===== src/verilog/csp8_pkg.sv =====
// constants for the 8-bit clocked serial port
// assumes a 250 MHz system clock and word-addressed register indices
package csp8_pkg;
    // ----------------------------------------
    // register indices (byte address = 4 * index)
    // ----------------------------------------
    localparam logic [11:0] IDX_PIN_FUNCTION = 12'h004;
    localparam logic [11:0] IDX_MODE_A = 12'h005;
    localparam logic [11:0] IDX_DATA_LOW = 12'h006;
    localparam logic [11:0] IDX_DATA_HIGH = 12'h007;
    localparam logic [11:0] IDX_DRIVER_CTRL = 12'h00c;
    localparam logic [11:0] IDX_MODE_B = 12'h028;
    localparam logic [11:0] IDX_STATUS = 12'h030;
    localparam logic [11:0] IDX_COMMAND = 12'h031;
    // ----------------------------------------
    // fields and reset values
    // ----------------------------------------
    localparam int FLAG_BIT = 2;
    localparam int IDLE_LEVEL_BIT = 1;
    localparam int RANGE_BIT = 0;
    localparam int MODEA_EXTCLK_BIT = 3;
    localparam logic [3:0] MODEA_RESET = 4'h0;
    localparam logic [1:0] PINFN_RESET = 2'h0;
    localparam logic [1:0] DRV_RESET = 2'h0;
    localparam logic [2:0] COUNT_ZERO = 3'h0;
    localparam logic [2:0] COUNT_LAST = 3'h7;
    localparam logic [1:0] RESP_OKAY = 2'b00;
    localparam logic [1:0] RESP_SLVERR = 2'b10;
    // ----------------------------------------
    // timing
    // ----------------------------------------
    localparam int CLK_PERIOD_NS = 4;
    localparam int MODEA_SETTLE_CYCLES = 2;
    localparam int DIV_WIDTH = 14;
    typedef enum logic [1:0] {ST_START_WAIT, ST_CLOCK_WAIT, ST_TRANSFER, ST_CONT_CLOCK}
        csp8_state_t;
endpackage


===== src/verilog/csp8_serial_port.sv =====
// 8-bit clocked serial port with AXI4-Lite register slave
// assumes serialClockIn is asynchronous; external pad logic resolves the open pins
//
// Our own choice: register access over AXI4-Lite.
`timescale 1ns/100ps
module csp8_serial_port #(
    parameter int DIV_W = csp8_pkg::DIV_WIDTH
) (
    input wire logic clk,
    input wire logic srst,
    input wire logic [13:0] s_axi_awaddr,
    input wire logic s_axi_awvalid,
    output logic s_axi_awready,
    input wire logic [31:0] s_axi_wdata,
    input wire logic [3:0] s_axi_wstrb,
    input wire logic s_axi_wvalid,
    output logic s_axi_wready,
    output logic [1:0] s_axi_bresp,
    output logic s_axi_bvalid,
    input wire logic s_axi_bready,
    input wire logic [13:0] s_axi_araddr,
    input wire logic s_axi_arvalid,
    output logic s_axi_arready,
    output logic [31:0] s_axi_rdata,
    output logic [1:0] s_axi_rresp,
    output logic s_axi_rvalid,
    input wire logic s_axi_rready,
    input wire logic serialClockIn,
    output logic serialClockOut,
    output logic serialClockOe_n,
    input wire logic serialInputIn,
    output logic serialOutput,
    output logic serialOutputOe_n,
    output logic serialPullupEn,
    output logic serialInterruptFlag
);
    // ----------------------------------------
    // declarations
    // ----------------------------------------
    logic [1:0] pinFunction_reg;
    logic [3:0] modeA_reg;
    logic [3:0] modeAActive_reg;
    logic [1:0] modeASettle_reg;
    logic [1:0] modeB_reg;
    logic [1:0] driverCtrl_reg;
    logic [7:0] shift_reg;
    logic [2:0] bitCounter_reg;
    logic flag_reg;
    csp8_pkg::csp8_state_t state_reg;
    logic [DIV_W-1:0] div_reg;
    logic intClock_reg;
    logic sckMeta_reg;
    logic sckSync_reg;
    logic sckPrev_reg;
    logic siMeta_reg;
    logic siSync_reg;
    logic firstLow_reg;
    logic awHeld_reg;
    logic wHeld_reg;
    logic [11:0] awIdx_reg;
    logic [31:0] wData_reg;
    logic [3:0] wStrb_reg;
    logic [11:0] wrIdx;
    logic [11:0] rdIdx;
    logic doWrite;
    logic modeAWrite;
    logic startCmd;
    logic flagClear;
    logic extClock;
    logic sckLevel;
    logic riseEdge;
    logic fallEdge;
    logic [31:0] wDataCur;
    logic [3:0] wStrbCur;
    logic [DIV_W-1:0] divLimit;

    assign wrIdx = awHeld_reg ? awIdx_reg : s_axi_awaddr[13:2];
    assign rdIdx = s_axi_araddr[13:2];
    // only a completed handshake counts, so a lingering valid never repeats a write
    assign doWrite = (awHeld_reg | (s_axi_awvalid & s_axi_awready))
        & (wHeld_reg | (s_axi_wvalid & s_axi_wready));
    assign modeAWrite = doWrite & (wrIdx == csp8_pkg::IDX_MODE_A) & wStrbCur[0];
    assign startCmd = doWrite & (wrIdx == csp8_pkg::IDX_COMMAND) & wStrbCur[0]
        & wDataCur[0];
    assign flagClear = doWrite & (wrIdx == csp8_pkg::IDX_STATUS) & wStrbCur[0]
        & wDataCur[csp8_pkg::FLAG_BIT];
    assign extClock = modeAActive_reg[csp8_pkg::MODEA_EXTCLK_BIT];
    assign sckLevel = extClock ? sckSync_reg : intClock_reg;
    assign wDataCur = wHeld_reg ? wData_reg : s_axi_wdata;
    assign wStrbCur = wHeld_reg ? wStrb_reg : s_axi_wstrb;
    // ----------------------------------------
    // axi4-lite write channel
    // ----------------------------------------
    // address and data are taken in either order and held until both are here
    always_ff @(posedge clk) begin
        if (srst) begin
            awHeld_reg <= 1'b0;
            wHeld_reg <= 1'b0;
            awIdx_reg <= 12'h000;
            wData_reg <= 32'h0000_0000;
            wStrb_reg <= 4'h0;
            s_axi_bvalid <= 1'b0;
            s_axi_bresp <= csp8_pkg::RESP_OKAY;
        end else begin
            if (doWrite) begin
                awHeld_reg <= 1'b0;
                wHeld_reg <= 1'b0;
                s_axi_bvalid <= 1'b1;
                if (wrIdx == csp8_pkg::IDX_PIN_FUNCTION || wrIdx == csp8_pkg::IDX_MODE_A
                    || wrIdx == csp8_pkg::IDX_DATA_LOW || wrIdx == csp8_pkg::IDX_DATA_HIGH
                    || wrIdx == csp8_pkg::IDX_DRIVER_CTRL || wrIdx == csp8_pkg::IDX_MODE_B
                    || wrIdx == csp8_pkg::IDX_STATUS || wrIdx == csp8_pkg::IDX_COMMAND) begin
                    s_axi_bresp <= csp8_pkg::RESP_OKAY;
                end else begin
                    s_axi_bresp <= csp8_pkg::RESP_SLVERR;
                end
            end else begin
                if (s_axi_awvalid && s_axi_awready) begin
                    awHeld_reg <= 1'b1;
                    awIdx_reg <= s_axi_awaddr[13:2];
                end
                if (s_axi_wvalid && s_axi_wready) begin
                    wHeld_reg <= 1'b1;
                    wData_reg <= s_axi_wdata;
                    wStrb_reg <= s_axi_wstrb;
                end
                if (s_axi_bvalid && s_axi_bready) begin
                    s_axi_bvalid <= 1'b0;
                end
            end
        end
    end

    always_ff @(posedge clk) begin
        if (srst) begin
            s_axi_awready <= 1'b0;
            s_axi_wready <= 1'b0;
        end else begin
            s_axi_awready <= ~awHeld_reg & ~s_axi_awready & ~s_axi_bvalid & ~doWrite;
            s_axi_wready <= ~wHeld_reg & ~s_axi_wready & ~s_axi_bvalid & ~doWrite;
        end
    end

    // ----------------------------------------
    // axi4-lite read channel
    // ----------------------------------------
    // write-only registers read as zero but answer okay
    always_ff @(posedge clk) begin
        if (srst) begin
            s_axi_arready <= 1'b0;
            s_axi_rvalid <= 1'b0;
            s_axi_rdata <= 32'h0000_0000;
            s_axi_rresp <= csp8_pkg::RESP_OKAY;
        end else if (s_axi_rvalid) begin
            s_axi_arready <= 1'b0;
            if (s_axi_rready) begin
                s_axi_rvalid <= 1'b0;
            end
        end else if (s_axi_arvalid && s_axi_arready) begin
            s_axi_arready <= 1'b0;
            s_axi_rvalid <= 1'b1;
            s_axi_rresp <= csp8_pkg::RESP_OKAY;
            if (rdIdx == csp8_pkg::IDX_DATA_LOW) begin
                s_axi_rdata <= {28'h000_0000, shift_reg[3:0]};
            end else if (rdIdx == csp8_pkg::IDX_DATA_HIGH) begin
                s_axi_rdata <= {28'h000_0000, shift_reg[7:4]};
            end else if (rdIdx == csp8_pkg::IDX_STATUS) begin
                s_axi_rdata <= {24'h00_0000, 1'b0, bitCounter_reg, 1'b0, flag_reg,
                    state_reg};
            end else if (rdIdx == csp8_pkg::IDX_PIN_FUNCTION || rdIdx == csp8_pkg::IDX_MODE_A
                || rdIdx == csp8_pkg::IDX_DRIVER_CTRL || rdIdx == csp8_pkg::IDX_MODE_B
                || rdIdx == csp8_pkg::IDX_COMMAND) begin
                s_axi_rdata <= 32'h0000_0000;
            end else begin
                s_axi_rdata <= 32'h0000_0000;
                s_axi_rresp <= csp8_pkg::RESP_SLVERR;
            end
        end else begin
            s_axi_arready <= s_axi_arvalid;
        end
    end

    // ----------------------------------------
    // control registers
    // ----------------------------------------
    always_ff @(posedge clk) begin
        if (srst) begin
            pinFunction_reg <= csp8_pkg::PINFN_RESET;
            driverCtrl_reg <= csp8_pkg::DRV_RESET;
            modeA_reg <= csp8_pkg::MODEA_RESET;
            modeB_reg[csp8_pkg::RANGE_BIT] <= 1'b0;
        end else if (doWrite && wStrbCur[0]) begin
            if (wrIdx == csp8_pkg::IDX_PIN_FUNCTION) begin
                pinFunction_reg <= wDataCur[1:0];
            end else if (wrIdx == csp8_pkg::IDX_DRIVER_CTRL) begin
                driverCtrl_reg <= wDataCur[1:0];
            end else if (wrIdx == csp8_pkg::IDX_MODE_A) begin
                modeA_reg <= wDataCur[3:0];
            end else if (wrIdx == csp8_pkg::IDX_MODE_B) begin
                modeB_reg[csp8_pkg::RANGE_BIT] <= wDataCur[csp8_pkg::RANGE_BIT];
            end
        end
    end

    // idle level survives reset
    always_ff @(posedge clk) begin
        if (doWrite && wStrbCur[0] && wrIdx == csp8_pkg::IDX_MODE_B) begin
            modeB_reg[csp8_pkg::IDLE_LEVEL_BIT] <= wDataCur[csp8_pkg::IDLE_LEVEL_BIT];
        end
    end

    // mode A reaches the shifter two cycles after the write
    always_ff @(posedge clk) begin
        if (srst) begin
            modeAActive_reg <= csp8_pkg::MODEA_RESET;
            modeASettle_reg <= 2'h0;
        end else if (modeAWrite) begin
            modeASettle_reg <= 2'(csp8_pkg::MODEA_SETTLE_CYCLES - 1);
        end else if (modeASettle_reg != 2'h0) begin
            modeASettle_reg <= modeASettle_reg - 2'h1;
            if (modeASettle_reg == 2'h1) begin
                modeAActive_reg <= modeA_reg;
            end
        end
    end

    // ----------------------------------------
    // serial clock source
    // ----------------------------------------
    // divider ratio 2^(modeA[2:0]*2 + range + 1) system cycles per half period, for modeA[2:0] up to 6
    assign divLimit = DIV_W'((1 << ({modeAActive_reg[2:0], 1'b0}
        + {2'b00, modeB_reg[csp8_pkg::RANGE_BIT]} + 4'h1)) - 1);

    always_ff @(posedge clk) begin
        if (srst) begin
            sckMeta_reg <= 1'b1;
            sckSync_reg <= 1'b1;
            siMeta_reg <= 1'b0;
            siSync_reg <= 1'b0;
        end else begin
            sckMeta_reg <= serialClockIn;
            sckSync_reg <= sckMeta_reg;
            siMeta_reg <= serialInputIn;
            siSync_reg <= siMeta_reg;
        end
    end

    // internal clock runs only while a transfer or continuous clock needs it
    always_ff @(posedge clk) begin
        if (srst || extClock || state_reg == csp8_pkg::ST_START_WAIT) begin
            div_reg <= '0;
            intClock_reg <= 1'b1;
        end else if (div_reg >= divLimit) begin
            div_reg <= '0;
            intClock_reg <= ~intClock_reg;
        end else begin
            div_reg <= div_reg + 1'b1;
        end
    end

    always_ff @(posedge clk) begin
        if (srst) begin
            sckPrev_reg <= 1'b1;
        end else begin
            sckPrev_reg <= sckLevel;
        end
    end

    assign fallEdge = sckPrev_reg & ~sckLevel;
    assign riseEdge = ~sckPrev_reg & sckLevel;

    // ----------------------------------------
    // state machine, counter and shifter
    // ----------------------------------------
    always_ff @(posedge clk) begin
        if (srst) begin
            state_reg <= csp8_pkg::ST_START_WAIT;
            bitCounter_reg <= csp8_pkg::COUNT_ZERO;
            firstLow_reg <= 1'b0;
        end else if (modeAWrite) begin
            state_reg <= csp8_pkg::ST_START_WAIT;
            bitCounter_reg <= csp8_pkg::COUNT_ZERO;
            firstLow_reg <= 1'b0;
        end else begin
            case (state_reg)
                csp8_pkg::ST_START_WAIT: begin
                    if (startCmd) begin
                        state_reg <= csp8_pkg::ST_CLOCK_WAIT;
                        bitCounter_reg <= csp8_pkg::COUNT_ZERO;
                    end
                end
                csp8_pkg::ST_CLOCK_WAIT: begin
                    if (startCmd) begin
                        bitCounter_reg <= csp8_pkg::COUNT_ZERO;
                    end else if (fallEdge) begin
                        if (!extClock && pinFunction_reg == 2'b00) begin
                            state_reg <= csp8_pkg::ST_CONT_CLOCK;
                        end else begin
                            state_reg <= csp8_pkg::ST_TRANSFER;
                            firstLow_reg <= 1'b1;
                        end
                    end
                end
                csp8_pkg::ST_TRANSFER: begin
                    if (startCmd) begin
                        state_reg <= csp8_pkg::ST_CLOCK_WAIT;
                        bitCounter_reg <= csp8_pkg::COUNT_ZERO;
                        firstLow_reg <= 1'b0;
                    end else if (riseEdge) begin
                        firstLow_reg <= 1'b0;
                        bitCounter_reg <= bitCounter_reg + 3'h1;
                        if (bitCounter_reg == csp8_pkg::COUNT_LAST) begin
                            state_reg <= extClock ? csp8_pkg::ST_CLOCK_WAIT
                                : csp8_pkg::ST_START_WAIT;
                        end
                    end
                end
                default: begin
                    bitCounter_reg <= csp8_pkg::COUNT_ZERO;
                end
            endcase
        end
    end

    // shift on the rising edge: sample in and move the next bit out together
    always_ff @(posedge clk) begin
        if (doWrite && wStrbCur[0] && wrIdx == csp8_pkg::IDX_DATA_LOW) begin
            shift_reg[3:0] <= wDataCur[3:0];
        end else if (doWrite && wStrbCur[0] && wrIdx == csp8_pkg::IDX_DATA_HIGH) begin
            shift_reg[7:4] <= wDataCur[3:0];
        end else if (riseEdge && state_reg == csp8_pkg::ST_TRANSFER && !modeAWrite) begin
            shift_reg <= {siSync_reg, shift_reg[7:1]};
        end
    end

    // ----------------------------------------
    // interrupt flag
    // ----------------------------------------
    // set wins over a same-cycle clear
    always_ff @(posedge clk) begin
        if (srst) begin
            flag_reg <= 1'b0;
        end else if (state_reg == csp8_pkg::ST_TRANSFER && !firstLow_reg
            && (modeAWrite || startCmd
            || (riseEdge && bitCounter_reg == csp8_pkg::COUNT_LAST))) begin
            flag_reg <= 1'b1;
        end else if (flagClear) begin
            flag_reg <= 1'b0;
        end
    end

    // ----------------------------------------
    // pins
    // ----------------------------------------
    always_ff @(posedge clk) begin
        if (srst) begin
            serialClockOut <= 1'b1;
            serialClockOe_n <= 1'b1;
            serialOutput <= 1'b1;
            serialOutputOe_n <= 1'b1;
            serialPullupEn <= 1'b0;
            serialInterruptFlag <= 1'b0;
        end else begin
            serialClockOut <= intClock_reg;
            serialClockOe_n <= extClock;
            serialOutputOe_n <= ~pinFunction_reg[1];
            serialPullupEn <= driverCtrl_reg[0];
            serialInterruptFlag <= flag_reg;
            if (state_reg == csp8_pkg::ST_START_WAIT) begin
                serialOutput <= modeB_reg[csp8_pkg::IDLE_LEVEL_BIT];
            end else if (state_reg == csp8_pkg::ST_TRANSFER
                || state_reg == csp8_pkg::ST_CLOCK_WAIT) begin
                serialOutput <= shift_reg[0];
            end
        end
    end
endmodule


===== config.mk =====
export PLATFORM = sky130hd
export DESIGN_NAME = csp8_serial_port
export DESIGN_NICKNAME = d
export VERILOG_FILES = /design/src/verilog/csp8_pkg.sv /design/src/verilog/csp8_serial_port.sv
export SDC_FILE = /design/constraint.sdc
export NUM_CORES = 1
export LEC_CHECK = 0
export BUFFER_PORTS_ARGS = -buffer_cell sky130_fd_sc_hd__buf_2
export CORE_ASPECT_RATIO = 1.1
export CORE_UTILIZATION = 30
export DETAILED_ROUTE_END_ITERATION = 8
export SYNTH_ARGS = -nofsm -noshare
export SYNTH_HDL_FRONTEND = slang
export SYNTH_SLANG_ARGS = --single-unit

===== constraint.sdc =====
create_clock -name clk -period 7.4 [get_ports clk]
set_input_delay 0.74 -clock clk [delete_from_list [all_inputs] [get_ports clk]]
set_output_delay 0.74 -clock clk [all_outputs]
set_load 0.01 [all_outputs]

==> qor.csv <==
stage,metric,value,unit
sta,worstMarginPinSlew,0.933,ns
setup_path,arrival,3.69,ns
placement,place_ws,3.96,ns
sta,finClkSkew,0.00813,ns
setup_path,path_class,reg2reg,
global_routing,track_usage,12.8,%
logic_synthesis,yosys_warnings,0,
run_status,outcome,finished clean,
clock_network,path_clk_slew,0.06,ns
die,io_pins,120,
sta,fin_crit,3.43,ns
sta,fin_crit_sh,46.4,%
sta,fin_setup_tns,0,ns
cells_and_area,fill_cells,1631,
logic_synthesis,ys_seq_area_share,38.0,%
clock_network,root_buffer,clkbuf_16,
die,die_y,136,µm
power,peakVddDrop,0.000130,V
run,drv_cap,0,
logic_synthesis,synth_area,0.00493,mm²
route,avgRoutedWirePerCell,13.4,µm
setup_path,critPathTopFamily,compound AO/OA/AOI/OAI gates,
die,rows,48,
sta,slew_violations,0,
sta,whs,0.413,ns
logic_synthesis,synth-edff-count,9,
power,p_per_area,193,mW/mm²
logic_synthesis,synth.top_cell.area_share,32.5,%
clock_network,cts_tree,done,
sta,fmax,291,MHz
clock_network,clk_latency,0.34,ns
sta,rsz0062_at_grt,false,
cells_and_area,drive_gt1_share,17.7,%
clock_network,hold_buffers,0,
cells_and_area,layout.nets,684,
logic_synthesis,ys_types,65,
global_routing,grt_pass1_wl,18000,µm
die,die_x,124,µm
sta,setup_ws,3.97,ns
logic_synthesis,syn_area_per_cell,9.07,µm²
placement,gp_congestion,0.798,
global_routing,grt_max_degree,64,
clock_network,post_cts_buffers,0,
cells_and_area,area_growth,11.9,%
setup_path,cp_num_buf_inv,0,
setup_path,path_cells,nand4_1 -> ha_1 -> nor2_1 -> nand3_1 -> a21oi_1 -> a21oi_1 -> ha_1 -> a41oi_1 -> o21ai_0 -> a21o_1 -> a221o_1 -> nor3_1,
die,start_util,31.1,%
route,drc_errors,0,
placement,hpwl,7980,µm
power,p_leak,2.16,nW
sta,relSlewSlack,37.2,%
clock_network,clockBufferDepth,2,
setup_path,critPathMaxFanout,17,
sta,final_hold_viol_count,0,
route,dr.pass1.iters,4,
setup_path,cp-end-kind,register,
route,viasPerCell,4.94,
logic_synthesis,ys.flop_type,dfxtp_1,
cells_and_area,fin_util,34.8,%
global_routing,antenna_found_initial,0,
cells_and_area,largest_reg_flops,14,
setup_path,worstSetupStartpointType,register,
global_routing,grt_overflow,0,
route,drtAntennaViolNets,0,
worst_hold_path,min_path_type,reg2reg,
placement,numPortBuffers,57,
logic_synthesis,ys_ff_latch,89,
setup_path,cp_data_required_time,7.66,ns
logic_synthesis,yosys.area.top_type,dfxtp_1,
die,coreArea,0.0159,mm²
clock_network,cts.sinks,89,
logic_synthesis,synth_common_cells,"dfxtp_1 (80), nor2_1 (50), nand2_1 (48)",
global_routing,grt_pass1_vias,3779,
clock_network,cts_max_level,3,
route,via_count,3914,
cells_and_area,n_antenna_cell,0,
setup_path,cp_slowest_cell,dfxtp_1,
clock_network,cts_buffers,9,
logic_synthesis,syn_inst,544,
die,dieArea,0.0170,mm²
logic_synthesis,synth_area_leaders,"dfxtp_1 (32%), ha_1 (6.1%), mux2i_1 (5.9%)",
sta,finalSetupViolations,0,
route,wirelength,10600,µm
logic_synthesis,async_flop_share,0,%
logic_synthesis,synth.most_common_cell,dfxtp_1,
setup_path,max_stage_delay,0.65,ns
route,initialDrtViolationCount,169,
clock_network,cts_resized,0,
-- logic make-up after synthesis --
logic type	Yosys count	share of synthesized area [%]
AND/OR/NAND/NOR	216	23.2
buffers and inverters	64	7.66
XOR/XNOR	18	3.20
AO/OA/AOI/OAI	88	12.5
adder cells (fa/ha/maj)	24	6.09
flip-flops	89	38.0
other	1	0.0760
multiplexers	44	9.31
-- final timing paths --
kind / from / end / slack [ns] / cells after the start
min reg2reg: sckMeta_reg$_SDFF_PP1_ / sckSync_reg$_SDFF_PP1_ / 0.41 / 1
max: modeAActive_reg[2]$_SDFFE_PP0P_ / div_reg[8]$_SDFF_PP0_ / 3.97 / 12
max reg2reg: modeAActive_reg[2]$_SDFFE_PP0P_ / div_reg[8]$_SDFF_PP0_ / 3.97 / 12
min: sckMeta_reg$_SDFF_PP1_ / sckSync_reg$_SDFF_PP1_ / 0.41 / 1
-- power by group --
group          internal (mW)  switching, mW
registers              0.501         0.0129
clock network          0.262          0.177
logic                 0.0432         0.0678
total                  0.806          0.258
-- area by class of cell --
cell class                      instances  area, µm²  share of cell area, %
Inverter                               12       45.0                  0.816
Tap cell                              200        250                   4.53
Multi-Input combinational cell        417       2780                   50.4
Sequential cell                        89       1870                   33.9
Clock inverter                          3       41.3                  0.748
Clock buffer                           13        240                   4.35
Timing Repair Buffer                   58        293                   5.30
-- worst reg2reg max path, delay by kind of cell (launching register included) --
kind / cells / cell delay [ns]
AO/OA/AOI/OAI: 6 / 1.22
adder cells (fa/ha/maj): 2 / 0.74
flip-flops: 1 / 0.65
AND/OR/NAND/NOR: 4 / 0.74
-- per-stage QoR --
step | cells | power, mW | cell area [µm²]
finish | 792 | 1.06 | 5520
global route | 792 | 1.11 | 5520
CTS | 792 | 1.08 | 5520
detailed placement | 776 | 0.635 | 5240
global placement | 776 | 0.630 | 5240
floorplan | 570 | 0.614 | 5030
-- layout by cell type, fill, tap and decap left out, types with 3 or more instances in the layout --
cell type / n
buf_2: 57
o21ai_0: 11
inv_1: 12
mux2_2: 15
nand3b_1: 7
or2_2: 4
or3b_1: 3
nand2b_1: 11
nand3_1: 12
a22oi_1: 4
nor2b_1: 5
dfxtp_1: 80
xnor2_1: 7
edfxtp_1: 9
conb_1: 27
or3_1: 3
a211oi_1: 3
mux2i_1: 29
nand2_1: 48
nand4_1: 9
nor4_1: 6
nor3_1: 30
xor2_1: 11
o211ai_1: 4
clkbuf_16: 9
clkbuf_1: 4
and4_1: 3
ha_1: 24
a21o_1: 4
and3_1: 8
a21oi_1: 39
nor2_1: 50
-- routing by layer --
metal  vias to the layer above  wire length (µm)  track usage (%)  part of all wire [%]
li1                       1983                 -                -                     -
met1                      1833              4820             15.6                    46
met2                        87              5280             22.6                    50
met3                        11               347             2.44                   3.3
met4                         0               124             4.28                   1.2
met5                         -                 0                0                     0
No activity file was read; power rests on OpenSTA's default activity.
